`src/design/dram_ctl_defines.svh`:
```
// Constants for the DRAM address, refresh and power-down block
`ifndef DRAM_CTL_DEFINES_SVH
`define DRAM_CTL_DEFINES_SVH

// ****************************************************************
// Clock and refresh timing
// ****************************************************************
`define CLK_PERIOD_PS        32'd25000
`define REFRESH_PERIOD_PS    32'd15600000
// Longest interval rounds down
`define REFRESH_CYCLES       (`REFRESH_PERIOD_PS / `CLK_PERIOD_PS)
`define REFRESH_TIMER_W      10
`define REFRESH_TIMER_MAX    10'((`REFRESH_CYCLES) - 1)

// ****************************************************************
// Refresh queue and clock-enable delays
// ****************************************************************
`define REFRESH_QUEUE_DEPTH  3'h4
`define CKE_DELAY_CLOCKS     3'h4
`define NUM_ROWS             4
`define LAST_ROW             2'h3

// ****************************************************************
// Row size encodings of ROW_SIZE_SEL
// ****************************************************************
`define ROW_SIZE_8MB         3'h0
`define ROW_SIZE_16MB        3'h1
`define ROW_SIZE_32MB        3'h2
`define ROW_SIZE_64MB        3'h3
`define ROW_SIZE_128MB       3'h4

// ****************************************************************
// Memory address field positions
// ****************************************************************
`define MA_PRECHARGE_BIT     10
`define PAGE_OFFSET_MSB      8

`endif

```
`src/design/dram_ctl_pkg.sv`:
```
// Types shared by the DRAM address, refresh and power-down block
`include "dram_ctl_defines.svh"

package dram_ctl_pkg;

    typedef enum logic [2:0] {
        ST_IDLE      = 3'b000,
        ST_ROW       = 3'b001,
        ST_COL       = 3'b010,
        ST_REFRESH   = 3'b011,
        ST_PRECHARGE = 3'b100,
        ST_SUSP_WAIT = 3'b101,
        ST_SUSPEND   = 3'b110,
        ST_WAKE      = 3'b111
    } ctl_state_type;

    typedef logic [13:0] mem_addr_type;
    typedef logic [26:3] host_addr_type;
    typedef logic [2:0]  row_size_type;

endpackage

```
`src/design/dram_addr_map.sv`:
```
// Host address to multiplexed row and column address translation
`timescale 1ns/10ps
`default_nettype none
`include "dram_ctl_defines.svh"

module dram_addr_map (
    input  wire logic                       ha_col_phase,
    input  wire logic                       ha_is_sdram,
    input  wire dram_ctl_pkg::row_size_type ha_row_size,
    input  wire dram_ctl_pkg::host_addr_type ha_addr,
    output logic [13:0]                     ma_out
);
    import dram_ctl_pkg::*;

    logic big_row;

    // Rows of 64 MB and above use the wide column map
    assign big_row = (ha_row_size >= `ROW_SIZE_64MB);

    // ****************************************************************
    // Row and column multiplexing
    // ****************************************************************
    // Column bits 7..0 span A10..A3, so with bit 8 this is the page offset
    always_comb begin
        ma_out = 14'h0000;
        if (!ha_col_phase) begin
            ma_out = {ha_addr[24], ha_addr[23], ha_addr[12], ha_addr[22:13], ha_addr[11]};
        end else begin
            ma_out[7:0] = ha_addr[10:3];
            if (ha_is_sdram) begin
                ma_out[11] = ha_addr[12];
                ma_out[`MA_PRECHARGE_BIT] = 1'b0; // No auto-precharge: pages stay open
                // Bank select rides A12 (two-bank) or A12/A13 row bits (four-bank)
                case (ha_row_size)
                    `ROW_SIZE_8MB: ma_out[9:8] = 2'h0;
                    `ROW_SIZE_16MB: ma_out[9:8] = {1'b0, ha_addr[23]};
                    `ROW_SIZE_32MB: ma_out[9:8] = {ha_addr[24], ha_addr[23]};
                    default: ma_out[9:8] = {ha_addr[26], ha_addr[25]};
                endcase
                if (ha_row_size >= `ROW_SIZE_32MB) begin
                    ma_out[13:12] = {ha_addr[24], ha_addr[23]};
                end
            end else begin
                // EDO geometries from 10x10 to 12x12 all fit this map
                ma_out[13:12] = {ha_addr[24], ha_addr[23]};
                ma_out[11] = ha_addr[26];
                ma_out[10] = big_row ? ha_addr[25] : ha_addr[12];
                case (ha_row_size)
                    `ROW_SIZE_8MB: ma_out[9:8] = {ha_addr[22], ha_addr[12]};
                    `ROW_SIZE_16MB: ma_out[9:8] = {ha_addr[12], ha_addr[23]};
                    default: ma_out[9:8] = {ha_addr[24], ha_addr[23]};
                endcase
            end
        end
    end

endmodule
`default_nettype wire

```
`src/design/dram_refresh_pm.sv`:
```
// DRAM access sequencing, refresh queue and SDRAM power-down control
`timescale 1ns/10ps
`default_nettype none
`include "dram_ctl_defines.svh"

module dram_refresh_pm (
    input  wire logic                        MCLK,
    input  wire logic                        RST_N,
    input  wire logic                        MEM_REQ_PENDING,
    input  wire dram_ctl_pkg::host_addr_type MEM_REQ_ADDR,
    input  wire logic                        MEM_REQ_SDRAM,
    input  wire dram_ctl_pkg::row_size_type  MEM_REQ_ROW_SIZE,
    input  wire logic [3:0]                  ROW_POPULATED,
    input  wire logic [3:0]                  ROW_IS_SDRAM,
    input  wire logic                        REFRESH_QUEUE_DISABLE,
    input  wire logic                        SDRAM_PWR_MGMT_ENABLE,
    output logic [13:0]                      MEM_ADDR,
    output logic                             ROW_ADDR_VALID,
    output logic                             COL_ADDR_VALID,
    output logic                             MEM_REQ_DONE,
    output logic [3:0]                       REFRESH_ROW_STROBE,
    output logic                             PRECHARGE_ALL,
    output logic                             SDRAM_CKE,
    output logic                             SUSPENDED,
    output logic [2:0]                       REFRESH_QUEUED
);
    import dram_ctl_pkg::*;

    // ****************************************************************
    // State record
    // ****************************************************************
    typedef struct packed {
        ctl_state_type                  state;
        logic [`REFRESH_TIMER_W-1:0]    ref_timer;
        logic [2:0]                     ref_count;
        logic [1:0]                     ref_row;
        logic [2:0]                     delay;
        logic                           susp_mode;
        logic                           wake_for_req;
        logic                           pages_open;
        host_addr_type                  addr;
        logic                           is_sdram;
        row_size_type                   row_size;
        logic [13:0]                    ma;
        logic                           row_valid;
        logic                           col_valid;
        logic                           done;
        logic [3:0]                     ref_strobe;
        logic                           precharge;
        logic                           cke;
        logic                           suspended;
    } ctl_regs_type;

    ctl_regs_type ctl_reg;
    ctl_regs_type ctl_next;

    logic [13:0] mapped_addr;
    logic        col_phase;
    logic        sdram_present;
    logic        pm_allowed;
    logic        ref_tick;
    logic        ref_high;
    logic        ref_take;
    logic [2:0]  ref_count_upd;

    // ****************************************************************
    // Address translation
    // ****************************************************************
    // Row map while the row is registered, column map while the column is
    assign col_phase = (ctl_reg.state == ST_COL);

    // Row/column map and geometry support
    dram_addr_map u_addr_map (
        .ha_col_phase (col_phase),
        .ha_is_sdram  (ctl_reg.is_sdram),
        .ha_row_size  (ctl_reg.row_size),
        .ha_addr      (ctl_reg.addr),
        .ma_out       (mapped_addr)
    );

    // ****************************************************************
    // Power-management qualification and refresh priority
    // ****************************************************************
    // Mixed EDO/SDRAM arrays count as long as one SDRAM row is present
    assign sdram_present = |(ROW_POPULATED & ROW_IS_SDRAM);
    assign pm_allowed    = sdram_present && SDRAM_PWR_MGMT_ENABLE;
    // Each interval tick adds one request to the queue unless it already holds four
    assign ref_tick      = (ctl_reg.ref_timer == `REFRESH_TIMER_MAX);
    // With the queue disabled every request is urgent at once
    assign ref_high      = (ctl_reg.ref_count == `REFRESH_QUEUE_DEPTH) ||
                           (REFRESH_QUEUE_DISABLE && (ctl_reg.ref_count != 3'h0));

    // ****************************************************************
    // Next-state logic
    // ****************************************************************
    always_comb begin
        ctl_next = ctl_reg;
        ctl_next.row_valid  = 1'b0;
        ctl_next.col_valid  = 1'b0;
        ctl_next.done       = 1'b0;
        ctl_next.ref_strobe = 4'h0;
        ctl_next.precharge  = 1'b0;
        ref_take = 1'b0;

        // Free-running interval timer; the host-side PCI/AGP traffic never stalls it
        if (ref_tick) begin
            ctl_next.ref_timer = '0;
        end else begin
            ctl_next.ref_timer = ctl_reg.ref_timer + 1'b1;
        end

        // Sequencer: accesses, refresh sweeps and the power-down path
        case (ctl_reg.state)
            // Urgent refresh, then access, then refresh, then power-down
            ST_IDLE: begin
                ctl_next.cke = 1'b1;
                ctl_next.susp_mode = 1'b0;
                ctl_next.suspended = 1'b0;
                if (ref_high) begin
                    ctl_next.state   = ST_REFRESH;
                    ctl_next.ref_row = 2'h0;
                end else if (MEM_REQ_PENDING) begin
                    ctl_next.state    = ST_ROW;
                    ctl_next.addr     = MEM_REQ_ADDR;
                    ctl_next.is_sdram = MEM_REQ_SDRAM;
                    ctl_next.row_size = MEM_REQ_ROW_SIZE;
                end else if (ctl_reg.ref_count != 3'h0) begin
                    ctl_next.state   = ST_REFRESH;
                    ctl_next.ref_row = 2'h0;
                end else if (pm_allowed && ctl_reg.pages_open) begin
                    ctl_next.state = ST_PRECHARGE;
                end else if (pm_allowed) begin
                    ctl_next.state = ST_SUSP_WAIT;
                    ctl_next.delay = `CKE_DELAY_CLOCKS;
                end
            end

            // One-cycle row address strobe
            ST_ROW: begin
                ctl_next.ma        = mapped_addr;
                ctl_next.row_valid = 1'b1;
                ctl_next.state     = ST_COL;
            end

            ST_COL: begin
                // Low nine bits now hold the page offset
                ctl_next.ma        = mapped_addr;
                ctl_next.col_valid = 1'b1;
                ctl_next.done      = 1'b1;
                ctl_next.pages_open = ctl_reg.pages_open | ctl_reg.is_sdram;
                ctl_next.state     = ST_IDLE;
            end

            ST_REFRESH: begin
                // One row per clock spreads the current surge; empty rows are skipped
                ctl_next.ref_strobe[ctl_reg.ref_row] = ROW_POPULATED[ctl_reg.ref_row];
                ctl_next.ref_row = ctl_reg.ref_row + 1'b1;
                if (ctl_reg.ref_row == `LAST_ROW) begin
                    ref_take = 1'b1;
                    if (!ctl_reg.susp_mode) begin
                        ctl_next.state = ST_IDLE;
                    end else if (ctl_reg.ref_count > 3'h1) begin
                        ctl_next.ref_row = 2'h0; // Back to back until empty
                    end else begin
                        ctl_next.state = ST_SUSP_WAIT;
                        ctl_next.delay = `CKE_DELAY_CLOCKS;
                    end
                end
            end

            // Close every SDRAM page before the clock stops
            ST_PRECHARGE: begin
                ctl_next.ma = 14'h0000;
                ctl_next.ma[`MA_PRECHARGE_BIT] = 1'b1; // All banks
                ctl_next.precharge  = 1'b1;
                ctl_next.pages_open = 1'b0;
                ctl_next.state = ST_SUSP_WAIT;
                ctl_next.delay = `CKE_DELAY_CLOCKS;
            end

            // Four-clock countdown with clock enable still high
            ST_SUSP_WAIT: begin
                // Flag suspend only when going ahead; an abort leaves it as it was
                if (!MEM_REQ_PENDING && pm_allowed) begin
                    ctl_next.susp_mode = 1'b1;
                    ctl_next.suspended = 1'b1;
                end
                if (MEM_REQ_PENDING || !pm_allowed) begin
                    // Clock enable is still high, so no wake delay is needed
                    ctl_next.state = ST_IDLE;
                end else if (ctl_reg.delay == 3'h1) begin
                    ctl_next.cke   = 1'b0;
                    ctl_next.state = ST_SUSPEND;
                end else begin
                    ctl_next.delay = ctl_reg.delay - 1'b1;
                end
            end

            // Powered down; a request, a full queue or power management no longer allowed wakes it
            ST_SUSPEND: begin
                ctl_next.cke = 1'b0;
                // Low-priority refresh stays queued here
                if (MEM_REQ_PENDING || !pm_allowed) begin
                    ctl_next.state = ST_WAKE;
                    ctl_next.wake_for_req = 1'b1;
                    ctl_next.cke   = 1'b1;
                    ctl_next.delay = `CKE_DELAY_CLOCKS;
                end else if (ctl_reg.ref_count == `REFRESH_QUEUE_DEPTH) begin
                    ctl_next.state = ST_WAKE;
                    ctl_next.wake_for_req = 1'b0;
                    ctl_next.cke   = 1'b1;
                    ctl_next.delay = `CKE_DELAY_CLOCKS;
                end
            end

            // Four clocks of wake latency are the price of the power saving
            ST_WAKE: begin
                ctl_next.cke = 1'b1;
                if (ctl_reg.delay == 3'h1) begin
                    ctl_next.ref_row = 2'h0;
                    if (ctl_reg.wake_for_req) begin
                        ctl_next.state = ST_IDLE;
                    end else begin
                        ctl_next.state = ST_REFRESH;
                    end
                end else begin
                    ctl_next.delay = ctl_reg.delay - 1'b1;
                end
            end

            // All eight codes are states; anything else falls back to idle
            default: begin
                ctl_next.state = ST_IDLE;
            end
        endcase

        // ****************************************************************
        // Refresh queue counter
        // ****************************************************************
        // New request and service in one clock cancel out, so none is lost
        ref_count_upd = ctl_reg.ref_count;
        if (ref_take) begin
            ref_count_upd = ref_count_upd - 1'b1;
        end
        if (ref_tick && (ref_count_upd != `REFRESH_QUEUE_DEPTH)) begin
            ref_count_upd = ref_count_upd + 1'b1;
        end
        ctl_next.ref_count = ref_count_upd;
    end

    // ****************************************************************
    // State register
    // ****************************************************************
    // Clock enable comes out of reset high, so no part starts powered down
    always_ff @(posedge MCLK or negedge RST_N) begin
        if (!RST_N) begin
            ctl_reg <= '{state: ST_IDLE, row_size: `ROW_SIZE_8MB, cke: 1'b1, default: '0};
        end else begin
            ctl_reg <= ctl_next;
        end
    end

    // ****************************************************************
    // Outputs, each straight from the state record
    // ****************************************************************
    assign MEM_ADDR           = ctl_reg.ma;
    assign ROW_ADDR_VALID     = ctl_reg.row_valid;
    assign COL_ADDR_VALID     = ctl_reg.col_valid;
    assign MEM_REQ_DONE       = ctl_reg.done;
    assign REFRESH_ROW_STROBE = ctl_reg.ref_strobe;
    assign PRECHARGE_ALL      = ctl_reg.precharge;
    assign SDRAM_CKE          = ctl_reg.cke;
    assign SUSPENDED          = ctl_reg.suspended;
    // Queue depth is visible so the host side can see refresh backlog
    assign REFRESH_QUEUED     = ctl_reg.ref_count;

endmodule
`default_nettype wire

```
`config.mk`:
```
export PLATFORM = sky130hd
export DESIGN_NAME = dram_refresh_pm
export DESIGN_NICKNAME = d
export VERILOG_FILES = /design/src/design/dram_ctl_pkg.sv /design/src/design/dram_addr_map.sv /design/src/design/dram_refresh_pm.sv
export VERILOG_INCLUDE_DIRS = /design/src /design/src/design
export SDC_FILE = /design/constraint.sdc
export NUM_CORES = 1
export LEC_CHECK = 0
export BUFFER_PORTS_ARGS = -buffer_cell sky130_fd_sc_hd__buf_2
export CAP_MARGIN = 20
export CORE_MARGIN = 1.5
export CORE_UTILIZATION = 61
export CTS_CLUSTER_SIZE = 8
export DETAILED_ROUTE_END_ITERATION = 10
export PLACE_DENSITY = 0.81
export SLEW_MARGIN = 0
export SYNTH_ARGS = -nofsm -noshare
export SYNTH_HDL_FRONTEND = slang
export SYNTH_SLANG_ARGS = --single-unit
```
`constraint.sdc`:
```
create_clock -name MCLK -period 5.7 [get_ports MCLK]
set_clock_uncertainty 0.2 [all_clocks]
set_input_delay 0.285 -clock MCLK [delete_from_list [all_inputs] [get_ports MCLK]]
set_output_delay 0.285 -clock MCLK [all_outputs]
set_load 0.02 [all_outputs]
```
==> results.cfg <==
[run_status]
status = finished clean

[power_and_ir_drop]
ir_worst_vdd_v = 0.000277
cellInternalPower_w = 0.00161
clock_power_share_pct = 18.4
power-per-cell-area_nw_per_um2 = 548
p_switching_w = 0.00109
seq_pwr_share_pct = 36.3
netSwitchingFraction_pct = 40.4
leakagePower_nw = 2.37
combinational_fraction_of_design_power_pct = 45.3

[sta]
max_freq_mhz = 359
rsz0062_at_grt = no
layout_worst_path_cycle_share_pct = 48.9
slew-limit-headroom_pct = 34.8
slew_viol_final = 0
tightest_slew_ps = 978
hold_viol_final = 0
post-route-min-period_ps = 2790
setup-tns-final_ps = 0
finalSetupViolCount = 0

[synth]
number_of_distinct_standard_cells_referenced_by_the_synthesized_netlist = 68
synth_async_sr_flop_share_pct = 100
yosysWarnings = 0
average_footprint_of_a_synthesized_cell_um2 = 10.6
post_synthesis_cell_area_um2 = 4200
synth_top_cells_by_area = sky130_fd_sc_hd__dfrtp_1, sky130_fd_sc_hd__mux2_4, sky130_fd_sc_hd__buf_4, sky130_fd_sc_hd__ha_1, sky130_fd_sc_hd__nand2_1
postSynthCellCount = 397
netlist.top_cell.by_area = sky130_fd_sc_hd__dfrtp_1
synth-seq-area-share_pct = 44.2
synth.ff_latch_count = 74
postSynth.topFlopCell = sky130_fd_sc_hd__dfrtp_1
synth-edff-count = 0
synth_nets = 450
synth_top_area_share_pct = 43.5

[cells_and_area]
final.fill_count = 473
largest_reg_flops = 48
antennaDiodeCount = 0
final_area_um2 = 4930
areaGrowthSynthToFinish_pct = 17.6
final_layout_size_suffix_gt1_share_pct = 29.2
mostFrequentLayoutCell = sky130_fd_sc_hd__dfrtp_1
most-common-layout-cells = sky130_fd_sc_hd__dfrtp_1, sky130_fd_sc_hd__buf_2, sky130_fd_sc_hd__nand2_1
layout.nets = 517

[global_routing]
overflow = 0
grt_pass1_vias = 3133
grt_usage_pct = 26.1
grt_max_degree = 75
grt_first_pass_wirelength_um = 15100
grt_antenna_before_repair = 0

[cts]
cts_hold_buffers_added = 29
clock_latency_ps = 350
cts_repair_resize_count = 0
clk_transition_reported_paths_ps = 80
cts.root.buffer_cell = sky130_fd_sc_hd__clkbuf_8
clkSinkCount = 74
cts_tree = yes
numCtsBuffers = 9
htree_num_levels = 3
cts_setup_buffers = 0
cts_max_path_buffers = 2

[drt]
vias = 3222
totalWireLength_um = 9010
detail_route.drc_violations = 0
postRouteAntennaNets = 0
detail_route.vias_per_cell = 5.87
initialDrtViolationCount = 207
drt-pass1-iter-count = 6
post_drt_wl_per_cell_um = 16.4

[floorplan]
boundaryPins = 68
die-width_um = 85.9
placementRows = 30
die_h_um = 85.9
placeableCoreArea_um2 = 6720
die_area_um2 = 7390
initial_core_util_pct = 62.5

[critical_path]
timing_worst_setup_path_type = reg2reg
critPathLaunch = ctl_reg[74]
critical_path_required_ps = 5730
r2r-end = REFRESH_QUEUED[1]
timing.critical_path.fanout_max = 28
startpoint_type = register
end_kind = register
critPathArrivalTime_ps = 2820
rrSetupSlack_ps = 2910
reg2reg_from = ctl_reg[74]
rr_worst_depth = 6

[placement]
portBuffers = 67
routabilityCongestion = 0.871
dp.final_hpwl_um = 6010
placement.cell_area_um2 = 4400

[min_path]
timing.hold.worst.class = in2reg
worst_hold_path_cell_count = 2
timing.hold.worst.start = MEM_REQ_PENDING
whs_endpoint = SUSPENDED

[flow_run]
drv_cap = 0
[kinds of logic after synthesis]
group | count (synthesis) | synth area share [%]
buf+inv | 58 | 8.08
xor+xnor | 11 | 2.30
simple gates | 106 | 13.4
mux | 39 | 12.4
compound gates | 95 | 15.6
flops | 74 | 44.2
fa+ha+maj | 14 | 4.05
[Yosys cell counts (2+ instances only)]
| cell type | count |
|---|---|
| sky130_fd_sc_hd__dfrtp_1 | 73 |
| sky130_fd_sc_hd__nand2_1 | 33 |
| sky130_fd_sc_hd__nor2_1 | 27 |
| sky130_fd_sc_hd__buf_4 | 23 |
| sky130_fd_sc_hd__a21oi_1 | 22 |
| sky130_fd_sc_hd__mux2_4 | 20 |
| sky130_fd_sc_hd__o22ai_1 | 18 |
| sky130_fd_sc_hd__o21ai_0 | 16 |
| sky130_fd_sc_hd__inv_1 | 14 |
| sky130_fd_sc_hd__ha_1 | 12 |
| sky130_fd_sc_hd__buf_2 | 10 |
| sky130_fd_sc_hd__mux2_2 | 10 |
| sky130_fd_sc_hd__a22o_1 | 8 |
| sky130_fd_sc_hd__xnor2_1 | 8 |
| sky130_fd_sc_hd__clkbuf_1 | 7 |
| sky130_fd_sc_hd__and2_1 | 5 |
| sky130_fd_sc_hd__and3_1 | 5 |
| sky130_fd_sc_hd__nand3_1 | 5 |
| sky130_fd_sc_hd__nor3_1 | 5 |
| sky130_fd_sc_hd__a22oi_1 | 4 |
| sky130_fd_sc_hd__mux2_1 | 4 |
| sky130_fd_sc_hd__mux2i_1 | 4 |
| sky130_fd_sc_hd__buf_6 | 3 |
| sky130_fd_sc_hd__nand2b_1 | 3 |
| sky130_fd_sc_hd__nand4_1 | 3 |
| sky130_fd_sc_hd__nor2b_1 | 3 |
| sky130_fd_sc_hd__or2_2 | 3 |
| sky130_fd_sc_hd__xor2_1 | 3 |
| sky130_fd_sc_hd__a211oi_1 | 2 |
| sky130_fd_sc_hd__a221oi_1 | 2 |
| sky130_fd_sc_hd__a31oi_1 | 2 |
| sky130_fd_sc_hd__maj3_1 | 2 |
| sky130_fd_sc_hd__o21a_1 | 2 |
| sky130_fd_sc_hd__o2bb2ai_1 | 2 |
[metal layers]
metal,global-route usage (%),vias to the layer above,part of all wire (%)
met2,42.5,124,48
li1,-,1529,-
met3,5.39,26,6.0
met4,10.1,0,3.2
met1,34.5,1543,43
met5,0,-,0
[critical path: stages (launching register included)]
cell and delay, ps:
sky130_fd_sc_hd__dfrtp_1 990, sky130_fd_sc_hd__nand4b_2 260, sky130_fd_sc_hd__o21ai_0 360, sky130_fd_sc_hd__inv_1 90
sky130_fd_sc_hd__ha_1 230, sky130_fd_sc_hd__a21boi_2 190, sky130_fd_sc_hd__mux2_1 350
[worst max path at each step]
stage,to,slack (ps),cells past startpoint
global placement,REFRESH_QUEUED[1],3110,6
CTS,REFRESH_QUEUED[1],2930,6
global route,REFRESH_QUEUED[1],2780,6
detailed placement,REFRESH_QUEUED[1],2950,6
floorplan,REFRESH_QUEUED[1],3620,7
finish,REFRESH_QUEUED[1],2910,6
[power by group through the flow]
| stage | Sequential (W) | Combinational (W) | Clock, W |
|---|---|---|---|
| finish | 0.000980 | 0.00123 | 0.000497 |
| global route | 0.00101 | 0.00135 | 0.000534 |
| CTS | 0.000976 | 0.00122 | 0.000508 |
| detailed placement | 0.000985 | 0.00119 | 0 |
| global placement | 0.000970 | 0.00113 | 0 |
| floorplan | 0.000875 | 0.00109 | 0 |
[final cells by class]
| class | count | area [um^2] | area share [%] |
|---|---|---|---|
| Clock buffer | 9 | 124 | 2.51 |
| Clock inverter | 7 | 125 | 2.54 |
| Inverter | 14 | 52.6 | 1.06 |
| Multi-Input combinational cell | 265 | 2000 | 40.6 |
| Sequential cell | 74 | 1850 | 37.6 |
| Tap cell | 80 | 100 | 2.03 |
| Timing Repair Buffer | 100 | 676 | 13.7 |
[metrics by stage]
stage	hold slack, ps	cells	setup slack, ps	util, %	total power (W)
finish	83.7	549	2910	73.4	0.00270
global route	74.0	549	2780	73.4	0.00289
CTS	62.7	549	2930	73.4	0.00270
detailed placement	246	504	2950	65.4	0.00218
global placement	239	503	3110	65.0	0.00210
floorplan	-211	397	3620	-	0.00197
Power figures use the tool's default switching activity.
